<file path="src/inc/dma_port_pkg.sv">
`default_nettype none
package dma_port_pkg;
  // Port map: upper nibble selects the block, lower nibble the register
  localparam logic [3:0] PORT_HI        = 4'hB;
  localparam logic [7:0] PORT_CMD       = 8'hB8;
  localparam logic [7:0] PORT_REQ       = 8'hB9;
  localparam logic [7:0] PORT_MASK_ONE  = 8'hBA;
  localparam logic [7:0] PORT_MODE      = 8'hBB;
  localparam logic [7:0] PORT_FF_CLR    = 8'hBC;
  localparam logic [7:0] PORT_MCLR      = 8'hBD;
  localparam logic [7:0] PORT_MASK_CLR  = 8'hBE;
  localparam logic [7:0] PORT_MASK_ALL  = 8'hBF;
  // Index bit 3 low means a channel address/count port
  localparam int         IDX_REG_BIT    = 3;
  localparam int         IDX_CNT_BIT    = 0;

  // Mode word: bits 1:0 pick the channel, bits 7:2 are stored
  localparam int         MODE_LSB       = 2;
  localparam int         MODE_AUTO      = 2;
  localparam int         MODE_DEC       = 3;
  localparam logic [1:0] TT_WRITE       = 2'h1;
  localparam logic [1:0] TT_READ        = 2'h2;
  localparam logic [1:0] XM_DEMAND      = 2'h0;
  localparam logic [1:0] XM_SINGLE      = 2'h1;
  localparam logic [1:0] XM_BLOCK       = 2'h2;
  // Request and single mask words: bit 2 set/clear, bits 1:0 channel
  localparam int         SEL_SET_BIT    = 2;
  // Command bits
  localparam int         CMD_MEM2MEM    = 0;
  localparam int         CMD_DISABLE    = 2;
  // Reset and fill values, terminal count value and address/count step
  localparam logic [3:0] MASK_ALL_SET   = 4'hF;
  localparam logic [7:0] RD_UNMAPPED    = 8'h00;
  localparam logic [15:0] CNT_LAST      = 16'h0000;
  localparam logic [15:0] ADDR_STEP     = 16'h0001;

  typedef enum logic [1:0] {ST_IDLE, ST_XFER, ST_MM_RD, ST_MM_WR} eng_t;

  typedef struct packed {
    logic [15:0] base_addr;
    logic [15:0] base_cnt;
    logic [15:0] addr;
    logic [15:0] cnt;
  } chan_state_t;

  typedef struct packed {
    logic [7:0]      cmd;
    logic [3:0][5:0] mode;
    logic [3:0]      sw_req;
    logic [3:0]      mask;
    logic [3:0]      tc;
    logic [7:0]      temp;
    logic            ff;
    eng_t            st;
    logic [1:0]      chan;
    logic [3:0]      ack;
    logic            eop;
    logic            mem_rd;
    logic            mem_wr;
    logic [15:0]     mem_addr;
    logic [7:0]      rdata;
  } dma_state_t;
endpackage : dma_port_pkg
`default_nettype wire

</file>
<file path="src/rtl/dma_chan_regs.sv">
`timescale 1ns/1ps
`default_nettype none
module dma_chan_regs (
  input  wire logic        ref_clk_i,
  input  wire logic        resetn_i,
  input  wire logic        ce_i,
  input  wire logic        clear_i,
  input  wire logic        wr_addr_i,
  input  wire logic        wr_cnt_i,
  input  wire logic        hi_i,
  input  wire logic [7:0]  wdata_i,
  input  wire logic        step_i,
  input  wire logic        dec_i,
  input  wire logic        reload_i,
  output logic      [15:0] addr_o,
  output logic      [15:0] cnt_o
);
  dma_port_pkg::chan_state_t st_q;
  dma_port_pkg::chan_state_t st_d;

  // Host byte loads hit base and current copies together
  always_comb begin
    st_d = st_q;
    if (wr_addr_i) begin
      if (hi_i) begin
        st_d.base_addr[15:8] = wdata_i;
        st_d.addr[15:8]      = wdata_i;
      end else begin
        st_d.base_addr[7:0]  = wdata_i;
        st_d.addr[7:0]       = wdata_i;
      end
    end
    if (wr_cnt_i) begin
      if (hi_i) begin
        st_d.base_cnt[15:8] = wdata_i;
        st_d.cnt[15:8]      = wdata_i;
      end else begin
        st_d.base_cnt[7:0]  = wdata_i;
        st_d.cnt[7:0]       = wdata_i;
      end
    end
    // Autoinit restores the programmed values after the last byte
    if (step_i) begin
      st_d.addr = dec_i ? st_q.addr - dma_port_pkg::ADDR_STEP
                        : st_q.addr + dma_port_pkg::ADDR_STEP;
      st_d.cnt  = st_q.cnt - dma_port_pkg::ADDR_STEP;
      if (reload_i) begin
        st_d.addr = st_q.base_addr;
        st_d.cnt  = st_q.base_cnt;
      end
    end
    if (clear_i) begin
      st_d = '0;
    end
  end

  // State register
  always_ff @(posedge ref_clk_i) begin
    if (!resetn_i) begin
      st_q <= '0;
    end else if (ce_i) begin
      st_q <= st_d;
    end
  end

  assign addr_o = st_q.addr;
  assign cnt_o  = st_q.cnt;
endmodule : dma_chan_regs
`default_nettype wire

</file>
<file path="src/rtl/dma_port_if.sv">
// Overview of operation
// - Four channels, demand/single/block, read/write types
// - Memory-to-memory moves through temporary byte
// - Sixteen ports decoded, base through top
// - Command register loaded by write to B8
// - Mode write at BB, low bits pick channel
// - Software request bits set/cleared via B9
// - Software request served only in block mode
// - Set mask bit ignores hardware request line
// - End of process masks non-autoinit channel
// - Reset sets all mask bits
// - Single-bit and all-bit mask instructions
// - Temporary byte readable at BD until reset
// - Write to BC clears byte pointer
// - Write to BD acts as full reset
// - Status read at B8: terminal count, pending
// - Per-channel address and count registers
`timescale 1ns/1ps
`default_nettype none
module dma_port_if (
  input  wire logic        ref_clk_i,
  input  wire logic        resetn_i,
  input  wire logic        ce_i,
  input  wire logic [7:0]  io_addr_i,
  input  wire logic        io_wr_i,
  input  wire logic        io_rd_i,
  input  wire logic [7:0]  io_wdata_i,
  output logic      [7:0]  io_rdata_o,
  input  wire logic [3:0]  channel_request_line_i,
  output logic      [3:0]  channel_ack_o,
  output logic             end_of_process_n_o,
  output logic      [15:0] mem_addr_o,
  output logic             mem_rd_o,
  output logic             mem_wr_o,
  output logic      [7:0]  mem_wdata_o,
  input  wire logic [7:0]  mem_rdata_i
);
  dma_port_pkg::dma_state_t st_q;
  dma_port_pkg::dma_state_t st_d;

  logic [3:0]       ch_wr_addr;
  logic [3:0]       ch_wr_cnt;
  logic [3:0]       ch_step;
  logic [3:0]       ch_reload;
  logic [3:0][15:0] ch_addr;
  logic [3:0][15:0] ch_cnt;
  logic             mclr;
  logic             hit;
  logic [3:0]       idx;
  logic [3:0]       blk;
  logic [3:0]       svc;
  logic [3:0]       pending;
  logic [1:0]       pick;
  logic [15:0]      rd_word;

  // Port decode; the direction picks between shared ports
  assign hit  = (io_addr_i[7:4] == dma_port_pkg::PORT_HI);
  assign idx  = io_addr_i[3:0];
  assign mclr = io_wr_i && (io_addr_i == dma_port_pkg::PORT_MCLR);
  assign rd_word = idx[dma_port_pkg::IDX_CNT_BIT] ? ch_cnt[idx[2:1]]
                                                  : ch_addr[idx[2:1]];

  // Serviceable requests, lowest channel wins
  always_comb begin
    for (int n = 0; n < 4; n++) begin
      blk[n] = (st_q.mode[n][5:4] == dma_port_pkg::XM_BLOCK);
    end
    svc     = (channel_request_line_i & ~st_q.mask)
            | (st_q.sw_req & blk);
    pending = channel_request_line_i | st_q.sw_req;
    pick    = 2'h0;
    for (int n = 3; n >= 0; n--) begin
      if (svc[n]) begin
        pick = 2'(n);
      end
    end
  end

  // Register access, then engine, then master clear on top
  always_comb begin
    st_d        = st_q;
    st_d.ack    = 4'h0;
    st_d.eop    = 1'b0;
    st_d.mem_rd = 1'b0;
    st_d.mem_wr = 1'b0;
    ch_wr_addr  = 4'h0;
    ch_wr_cnt   = 4'h0;
    ch_step     = 4'h0;
    ch_reload   = 4'h0;
    // Host reads answer on the next edge
    if (io_rd_i && hit) begin
      st_d.rdata = dma_port_pkg::RD_UNMAPPED;
      if (!idx[dma_port_pkg::IDX_REG_BIT]) begin
        st_d.rdata = st_q.ff ? rd_word[15:8] : rd_word[7:0];
        st_d.ff    = !st_q.ff;
      end else if (io_addr_i == dma_port_pkg::PORT_CMD) begin
        st_d.rdata = {pending, st_q.tc};
        st_d.tc    = 4'h0;
      end else if (io_addr_i == dma_port_pkg::PORT_MCLR) begin
        st_d.rdata = st_q.temp;
      end
    end
    // Host writes; the byte pointer alternates low then high
    if (io_wr_i && hit) begin
      if (!idx[dma_port_pkg::IDX_REG_BIT]) begin
        ch_wr_addr[idx[2:1]] = !idx[dma_port_pkg::IDX_CNT_BIT];
        ch_wr_cnt[idx[2:1]]  = idx[dma_port_pkg::IDX_CNT_BIT];
        st_d.ff = !st_q.ff;
      end
      case (io_addr_i)
        dma_port_pkg::PORT_CMD:      st_d.cmd = io_wdata_i;
        dma_port_pkg::PORT_REQ:      st_d.sw_req[io_wdata_i[1:0]] =
                                       io_wdata_i[dma_port_pkg::SEL_SET_BIT];
        dma_port_pkg::PORT_MASK_ONE: st_d.mask[io_wdata_i[1:0]] =
                                       io_wdata_i[dma_port_pkg::SEL_SET_BIT];
        dma_port_pkg::PORT_MODE:     st_d.mode[io_wdata_i[1:0]] =
                                       io_wdata_i[7:dma_port_pkg::MODE_LSB];
        dma_port_pkg::PORT_FF_CLR:   st_d.ff = 1'b0;
        dma_port_pkg::PORT_MASK_CLR: st_d.mask = 4'h0;
        dma_port_pkg::PORT_MASK_ALL: st_d.mask = io_wdata_i[3:0];
        default: ;
      endcase
    end
    // Transfer engine; its sets land after host clears so they win
    case (st_q.st)
      dma_port_pkg::ST_IDLE: begin
        if (!st_q.cmd[dma_port_pkg::CMD_DISABLE]) begin
          if (st_q.cmd[dma_port_pkg::CMD_MEM2MEM] && svc[0]) begin
            st_d.st   = dma_port_pkg::ST_MM_RD;
            st_d.chan = 2'h0;
          end else if (svc != 4'h0) begin
            st_d.st   = dma_port_pkg::ST_XFER;
            st_d.chan = pick;
          end
        end
      end
      dma_port_pkg::ST_XFER: begin
        // One byte per cycle; strobes show one edge later
        st_d.ack[st_q.chan] = 1'b1;
        st_d.mem_addr = ch_addr[st_q.chan];
        st_d.mem_rd = (st_q.mode[st_q.chan][1:0] == dma_port_pkg::TT_READ);
        st_d.mem_wr = (st_q.mode[st_q.chan][1:0] == dma_port_pkg::TT_WRITE);
        ch_step[st_q.chan] = 1'b1;
        case (st_q.mode[st_q.chan][5:4])
          dma_port_pkg::XM_SINGLE: st_d.st = dma_port_pkg::ST_IDLE;
          dma_port_pkg::XM_DEMAND:
            if (!svc[st_q.chan]) begin
              st_d.st = dma_port_pkg::ST_IDLE;
            end
          dma_port_pkg::XM_BLOCK:  ;
          default: st_d.st = dma_port_pkg::ST_IDLE;
        endcase
        if (ch_cnt[st_q.chan] == dma_port_pkg::CNT_LAST) begin
          st_d.st              = dma_port_pkg::ST_IDLE;
          st_d.tc[st_q.chan]   = 1'b1;
          st_d.eop             = 1'b1;
          st_d.sw_req[st_q.chan] = 1'b0;
          if (st_q.mode[st_q.chan][dma_port_pkg::MODE_AUTO]) begin
            ch_reload[st_q.chan] = 1'b1;
          end else begin
            st_d.mask[st_q.chan] = 1'b1;
          end
        end
      end
      dma_port_pkg::ST_MM_RD: begin
        // Source byte read from channel zero's address
        st_d.mem_addr = ch_addr[0];
        st_d.mem_rd   = 1'b1;
        ch_step[0]    = 1'b1;
        st_d.st       = dma_port_pkg::ST_MM_WR;
      end
      dma_port_pkg::ST_MM_WR: begin
        // Read strobe is on now, so the source byte is valid
        st_d.temp     = mem_rdata_i;
        st_d.mem_addr = ch_addr[1];
        st_d.mem_wr   = 1'b1;
        ch_step[1]    = 1'b1;
        st_d.st       = dma_port_pkg::ST_MM_RD;
        if (ch_cnt[1] == dma_port_pkg::CNT_LAST) begin
          st_d.st     = dma_port_pkg::ST_IDLE;
          st_d.tc[1]  = 1'b1;
          st_d.eop    = 1'b1;
          st_d.sw_req[0] = 1'b0;
          if (st_q.mode[1][dma_port_pkg::MODE_AUTO]) begin
            ch_reload[1] = 1'b1;
          end else begin
            st_d.mask[1] = 1'b1;
          end
        end
      end
      default: st_d.st = dma_port_pkg::ST_IDLE;
    endcase
    // Master clear behaves like reset regardless of data
    if (mclr) begin
      st_d      = '0;
      st_d.mask = dma_port_pkg::MASK_ALL_SET;
    end
  end

  // State register; reset masks every hardware request
  always_ff @(posedge ref_clk_i) begin
    if (!resetn_i) begin
      st_q      <= '0;
      st_q.mask <= dma_port_pkg::MASK_ALL_SET;
    end else if (ce_i) begin
      st_q <= st_d;
    end
  end

  // One register set per channel
  for (genvar g = 0; g < 4; g++) begin : g_chan
    dma_chan_regs u_regs (
      .ref_clk_i (ref_clk_i),
      .resetn_i  (resetn_i),
      .ce_i      (ce_i),
      .clear_i   (mclr),
      .wr_addr_i (ch_wr_addr[g]),
      .wr_cnt_i  (ch_wr_cnt[g]),
      .hi_i      (st_q.ff),
      .wdata_i   (io_wdata_i),
      .step_i    (ch_step[g]),
      .dec_i     (st_q.mode[g][dma_port_pkg::MODE_DEC]),
      .reload_i  (ch_reload[g]),
      .addr_o    (ch_addr[g]),
      .cnt_o     (ch_cnt[g])
    );
  end

  // Outputs straight from flops
  assign io_rdata_o         = st_q.rdata;
  assign channel_ack_o      = st_q.ack;
  assign end_of_process_n_o = !st_q.eop;
  assign mem_addr_o         = st_q.mem_addr;
  assign mem_rd_o           = st_q.mem_rd;
  assign mem_wr_o           = st_q.mem_wr;
  assign mem_wdata_o        = st_q.temp;
endmodule : dma_port_if
`default_nettype wire

</file>
<file path="config.mk">
export PLATFORM = sky130hd
export DESIGN_NAME = dma_port_if
export DESIGN_NICKNAME = d
export VERILOG_FILES = /design/src/inc/dma_port_pkg.sv /design/src/rtl/dma_chan_regs.sv /design/src/rtl/dma_port_if.sv
export SDC_FILE = /design/constraint.sdc
export NUM_CORES = 1
export LEC_CHECK = 0
export ABC_AREA = 1
export BUFFER_PORTS_ARGS = -buffer_cell sky130_fd_sc_hd__buf_4
export CORE_MARGIN = 4
export CORE_UTILIZATION = 40
export DETAILED_ROUTE_END_ITERATION = 12
export GPL_TIMING_DRIVEN = 0
export MAX_ROUTING_LAYER = met4
export PLACE_DENSITY = 0.67
export SYNTH_ARGS = -nofsm -noshare
export SYNTH_HDL_FRONTEND = slang
export SYNTH_SLANG_ARGS = --single-unit
</file>
<file path="constraint.sdc">
create_clock -name ref_clk_i -period 2.29 [get_ports ref_clk_i]
set_input_delay 0.1145 -clock ref_clk_i [delete_from_list [all_inputs] [get_ports ref_clk_i]]
set_output_delay 0.1145 -clock ref_clk_i [all_outputs]
set_load 0.005 [all_outputs]
</file>
# --- Word level (Yosys, flattened, before mapping) ---
# Index checks and enable logic that the tools add are counted.
word_totals:
  reg_bits: 339
  out_inout_bits: 39
classes:
  n_addsub: 12
  mux: 117
  bitwise_logic: 11
  eq_ne: 29
  magnitude_cmp: 6
  reduce_logical: 83
ops:
  columns: ["cell", "count"]
  rows:
  - ["$mux W16", 17]
  - ["$mux W32", 8]
  - ["$mux W64", 4]
  - ["$bmux W16 S2", 4]
  - ["$sub A16 B1 Y16 const B", 8]
  - ["$reduce_and A3 Y1", 34]
  - ["$mux W83", 1]
  - ["$add A16 B1 Y16 const B", 4]
  - ["$eq A8 B8 Y1 const B", 8]
  - ["$mux W8", 8]
  - ["$mux W4", 15]
  - ["$pmux W16 S3", 1]
  - ["$reduce_bool A3 Y1", 13]
  - ["$mux W35", 1]
  - ["$logic_not A16 Y1", 2]
  - ["$reduce_bool A2 Y1", 15]
  - ["$bwmux W24", 1]
  - ["$mux W24", 1]
  - ["$mux W2", 11]
  - ["$and A4 B4 Y4", 5]
  - ["$mux W1", 19]
  - ["$pmux W1 S2", 9]
  - ["$eq A2 B2 Y1 const B", 8]
  - ["$or A4 B4 Y4", 4]
  - ["other kinds (28)", 57]

# --- Longest topological paths before layout ---
logic_depth:
  ltp_word: 12
  ltp_mapped: 16

# --- Cells and area by module ---
# A second synthesis with hierarchy kept.
hier_totals:
  hier_cells: 3741
  area_unflattened_um2: 23658.9
modules_own_cells:
  columns: ["module", "instances", "cells_per_inst", "area_each_um2", "seq_area_each_um2"]
  rows:
  - ["dma_chan_regs at g_chan[0].u_regs ...", 2, 664, 4306.6, 1281.2]
  - ["dma_port_if", 1, 1080, 6473.7, 1641.6]
  - ["dma_chan_regs at g_chan[3].u_regs", 1, 666, 4294.1, 1281.2]
  - ["dma_chan_regs at g_chan[2].u_regs", 1, 667, 4277.9, 1281.2]

# --- Least setup slack after synthesis ---
# OpenSTA, ideal clock, no wires.
synth_path:
  kind: "register to register"
  startpoint: "register st_q[65] (netlist bit)"
  endpoint: "register g_chan[1].u_regs.st_q (netlist bit g_chan[1].u_regs.addr_o[11])"
  synth_period_minus_slack_ps: 2119
  path_slack_ps: 171
  stages_incl_launch_ff: 12
  arrival_ps: 2000
  required_time_ps: 2171
  path_cell_list: "dfxtp_1 ha_1 o21ai_0 o21ai_0 a21oi_1 inv_1 nand2_1 nand2_1 nand2_1 nand3_1 nand2_1 a21oi_1"
synth_via:
  elab_chain_cells: 4
synth_lines:
  columns: ["item", "line_no", "text"]
  rows:
  - ["from (decl)", "dma_port_if.sv:38", "dma_port_pkg::dma_state_t st_q;"]
  - ["from (signal assigned)", "dma_port_if.sv:206", "st_q <= st_d;"]
  - ["$mux W16", "dma_chan_regs.sv:44", "st_d.addr = dec_i ? st_q.addr - dma_port_pkg::ADDR_STEP"]
  - ["$mux W32", "dma_chan_regs.sv:47", "if (reload_i) begin"]
  - ["$mux W32", "dma_chan_regs.sv:43", "if (step_i) begin"]
  - ["$mux W64", "dma_chan_regs.sv:52", "if (clear_i) begin"]
  - ["to (signal assigned)", "dma_chan_regs.sv:62", "st_q <= st_d;"]
  - ["to (decl)", "dma_chan_regs.sv:18", "dma_port_pkg::chan_state_t st_q;"]
# No other way between the ends.
# A chain may end at the register's enable or synchronous reset.

# --- Final worst setup path ---
layout_path:
  startpoint: "register g_chan[0].u_regs.st_q (netlist bit g_chan[0].u_regs.cnt_o[2])"
  endpoint: "register g_chan[0].u_regs.st_q (netlist bit g_chan[0].u_regs.addr_o[11])"
layout_via:
  elab_chain_cells: 8
layout_lines:
  columns: ["item", "line_no", "text"]
  rows:
  - ["from (decl)", "dma_chan_regs.sv:18", null]
  - ["from (signal assigned)", "dma_chan_regs.sv:62", null]
  - ["$bmux W16 S2", "dma_port_if.sv:153", "if (ch_cnt[st_q.chan] == dma_port_pkg::CNT_LAST) begin"]
  - ["$mux W16 (not written as such)", "dma_port_if.sv:153", null]
  - ["$logic_not A16 Y1", "dma_port_if.sv:153", null]
  - ["$mux W4", "dma_port_if.sv:153", null]
  - ["$mux W1", "dma_port_if.sv:125", "case (st_q.st)"]
  - ["$mux W32", "dma_chan_regs.sv:47", null]
  - ["$mux W32", "dma_chan_regs.sv:43", null]
  - ["$mux W64", "dma_chan_regs.sv:52", null]
# No other way between the ends. The select of a mux whose other input is x is not followed.

==> flow_metrics.tcl <==
set metrics [dict create \
    cp-end-kind "flip-flop" \
    place.gp.congestion 1.115 \
    die_x_um 238.7 \
    root_buffer "clkbuf_16" \
    power.share.switching 0.3105 \
    routed_wl_mm 100.1 \
    rsz0062_at_grt "true" \
    start_util 0.4044 \
    wl_per_cell_um 24.19 \
    finalCritPeriodShare 1.054 \
    worstSetupPathType "flip-flop to flip-flop" \
    clock-sinks 338 \
    synth_area_um2 21290 \
    peakVddDrop_uv 517.4 \
    ff2ff_path_depth 15 \
    numPortBuffers 67 \
    overflow 0 \
    required_ns 2.70 \
    pre_cts_ws_ns -0.9483 \
    ios 72 \
    synth_edf_count 0 \
    max_stage_delay_ns 0.38 \
    p_seq_frac 0.395 \
    cts_made_buffers 38 \
    antenna_found_initial 5 \
    syn_to_final_growth_pct 22.35 \
    synth_top_area_cell "dfxtp_1" \
    synthesis.nets 3324 \
    synth.yosys.warnings 0 \
    fmax_mhz 414.2 \
    slew_viol_final 0 \
    viasPerCell 5.984 \
    fillers 5382 \
    ys.flop_type "dfxtp_1" \
    track_usage 0.3377 \
    num_vias 24760 \
    ys_seq_area_frac 0.3178 \
    setup_ws_ns -0.1243 \
    p_leak_nw 11.04 \
    clock_latency_ns 0.58 \
    drt_iter0_markers 3098 \
    synth-seq-cells 338 \
    status "complete, but fails checks" \
    fin_nets 3517 \
    period_needed_ns 2.414 \
    ctsHtreeMaxLevel 2 \
    min_path_cells 5 \
    hpwlAfterDp_mm 74.06 \
    critPathLaunchType "flip-flop" \
    violations "setup timing" \
    netlist_top_cells_area "dfxtp_1, nand2_1, a21oi_1, o21ai_0, nand3_1" \
    placed_area_um2 22660 \
    cts_buffer_depth 3 \
    die_area_um2 56980 \
    dieHeight_um 238.7 \
    p_int_mw 10.70 \
    drive_gt1_frac 0.1911 \
    p_per_area_nw_per_um2 595.8 \
    cp_common_cell "nand2_4" \
    worstPathArrival_ns 2.82 \
    drtAntennaViolNets 0 \
    yosys.area.top_type_share 0.3178 \
    maxCapViolCount 0 \
    worstPathCellList "nor2_4 > nand3_2 > nor2_4 > nand2_4 > nand2_4 > nand2_4 > nor2_8 > buf_12 > nand3_4 > clkinv_4 > buf_12 > clkbuf_16 > o21ai_1 > nand2_1 > a21oi_1" \
    syn_inst 3222 \
    grt_pass1_wl_mm 141.4 \
    p_comb_frac 0.196 \
    slowest_stage "dfxtp_4" \
    whs_ns 0.09180 \
    clock_skew_ns 0.01652 \
    first_global_vias 21940 \
    synth.avg_cell_area_um2 6.608 \
    dr.pass1.iters 9 \
    max_slew.worst_pin.slew_ns 1.149 \
    final_cell_area_um2 26050 \
    netSwitchingPower_mw 4.820 \
    clock_power_share 0.409 \
    ys_async_sr_fraction 0 \
    route.detailed.drc 0 \
    fp.coreArea_um2 52660 \
    crit_fanout 8 \
    grt_max_degree 18 \
    cts_tree "built" \
    setup_violations 41 \
    hold_viol_final 0 \
    holdCritPathClass "input pin to flip-flop" \
    ys_types 59 \
    clkTransAtPathRegs_ns 0.07 \
    num_rows 84 \
    slew_headroom 0.2337 \
]
[cells in the mapped netlist (17+ instances only)]
| master | number |
|---|---|
| o211ai_1 | 17 |
| xor2_1 | 47 |
| buf_4 | 42 |
| nor3_1 | 20 |
| xnor2_1 | 43 |
| dfxtp_1 | 338 |
| inv_1 | 221 |
| ha_1 | 65 |
| nand2_1 | 752 |
| clkbuf_1 | 95 |
| a211oi_1 | 21 |
| o22ai_1 | 74 |
| buf_2 | 48 |
| o21ai_1 | 22 |
| inv_2 | 24 |
| nand2_2 | 18 |
| nand3_1 | 225 |
| nor2_1 | 223 |
| a21oi_1 | 426 |
| o21ai_0 | 324 |
[path summary, 6_finish.rpt]
| kind | startpoint | end | slack, ns |
|---|---|---|---|
| max | g_chan[0].u_regs.cnt_o[2]$_SDFFE_PN0P_ | g_chan[0].u_regs.addr_o[11]$_SDFFE_PN0P_ | -0.12 |
| min | channel_request_line_i[2] | io_rdata_o[6]$_SDFFE_PN0P_ | 0.09 |
| min reg2reg | g_chan[3].u_regs.st_q[32]$_SDFFE_PN0P_ | g_chan[3].u_regs.st_q[32]$_SDFFE_PN0P_ | 0.45 |
| max reg2reg | g_chan[0].u_regs.cnt_o[2]$_SDFFE_PN0P_ | g_chan[0].u_regs.addr_o[11]$_SDFFE_PN0P_ | -0.12 |
[cell type report]
cell class,count,area (um2),share of cell area
flip-flops and latches,338,6850,0.2630
clock inverters,11,116.4,0.004467
diodes,6,15.01,0.0005764
multi-input cells,2439,13510,0.5187
clock buffers,57,1134,0.04352
well taps,688,860.8,0.03305
repair buffers,155,1400,0.05375
inverters,249,970.9,0.03727
plain buffers,194,1191,0.04573
[metrics by stage]
step	instances	setup TNS [ns]	utilization	total power [mW]
6_report	4137	-2.016	0.4947	15.52
4_1_cts	4075	-0.02159	0.4671	15.10
2_1_floorplan	3222	0	-	7.673
3_5_place_dp	3977	-145.74	0.4303	8.604
5_1_grt	4136	-7.973	0.4947	15.88
3_3_place_gp	3977	-144.27	0.4303	8.608
[state kept, by name (all words and copies together), names as in the netlist]
| register | flops |
|---|---|
| mem_rd_o | 1 |
| mem_wr_o | 1 |
| io_rdata_o | 8 |
| channel_ack_o | 4 |
| mem_wdata_o | 8 |
| g_chan.u_regs.st_q | 128 |
| mem_addr_o | 16 |
| g_chan.u_regs.addr_o | 64 |
| g_chan.u_regs.cnt_o | 64 |
| st_q | 44 |
[critical path: cells and delay by family (launching register included)]
family	cells	cell delay, ns
simple gates	9	1.16
buf+inv	4	0.57
flops	1	0.38
compound gates	2	0.13
[what timing repair did]
| action | in CTS | in global routing |
|---|---|---|
| setup buffers | 20 | 50 |
| hold endpoints to repair | 13 | 0 |
| hold buffers | 11 | 0 |
| pin swaps | 10 | 25 |
| cloned | 0 | 7 |
| resized for setup | 149 | 315 |
| setup endpoints to repair | 217 | 179 |
[kinds of logic after synthesis]
family,Yosys count,synth area share
and+or+nand+nor,1308,0.2612
AOI/OAI and AO/OA,972,0.2501
buffers and inverters,445,0.09197
DFF,338,0.3178
xor gates and xnor gates,90,0.03702
adders and majority gates,69,0.04196
[layer usage]
layer | share of wire | up-vias | GRT usage
met2 | 0.42 | 1514 | 0.4887
met4 | 0.063 | 0 | 0.1574
met3 | 0.12 | 354 | 0.07903
met5 | 0 | - | -
li1 | - | 11330 | -
met1 | 0.40 | 11550 | 0.4464
[placed cells by master, fill, tap and decap left out, types with 19 or more instances in the layout]
cell type  Yosys  routed
nand2_2       18      49
a21oi_1      426     392
buf_2         48      37
nor2_2         8      29
dfxtp_1      338     291
xor2_1        47      47
nor2_1       223     176
o21ai_1       22      55
clkbuf_16      0      44
o21ai_0      324     277
buf_6          9      19
dfxtp_2        0      37
nand2_1      752     707
nand3_1      225     213
ha_1          65      48
buf_4         42     171
inv_2         24      34
a21oi_2        2      34
nor2_4         4      30
xnor2_1       43      43
clkbuf_1      95      79
a211oi_1      21      20
inv_1        221     202
o22ai_1       74      73
[power groups by stage]
| stage | Combinational, mW | Sequential, mW | Clock (mW) |
|---|---|---|---|
| finish | 3.04 | 6.13 | 6.35 |
| global route | 3.17 | 6.13 | 6.58 |
| CTS | 2.64 | 6.12 | 6.33 |
| detailed placement | 2.35 | 6.25 | 0 |
| global placement | 2.36 | 6.25 | 0 |
| floorplan | 1.49 | 6.18 | 0 |
Note: power is estimated with default switching activity, not from simulation.
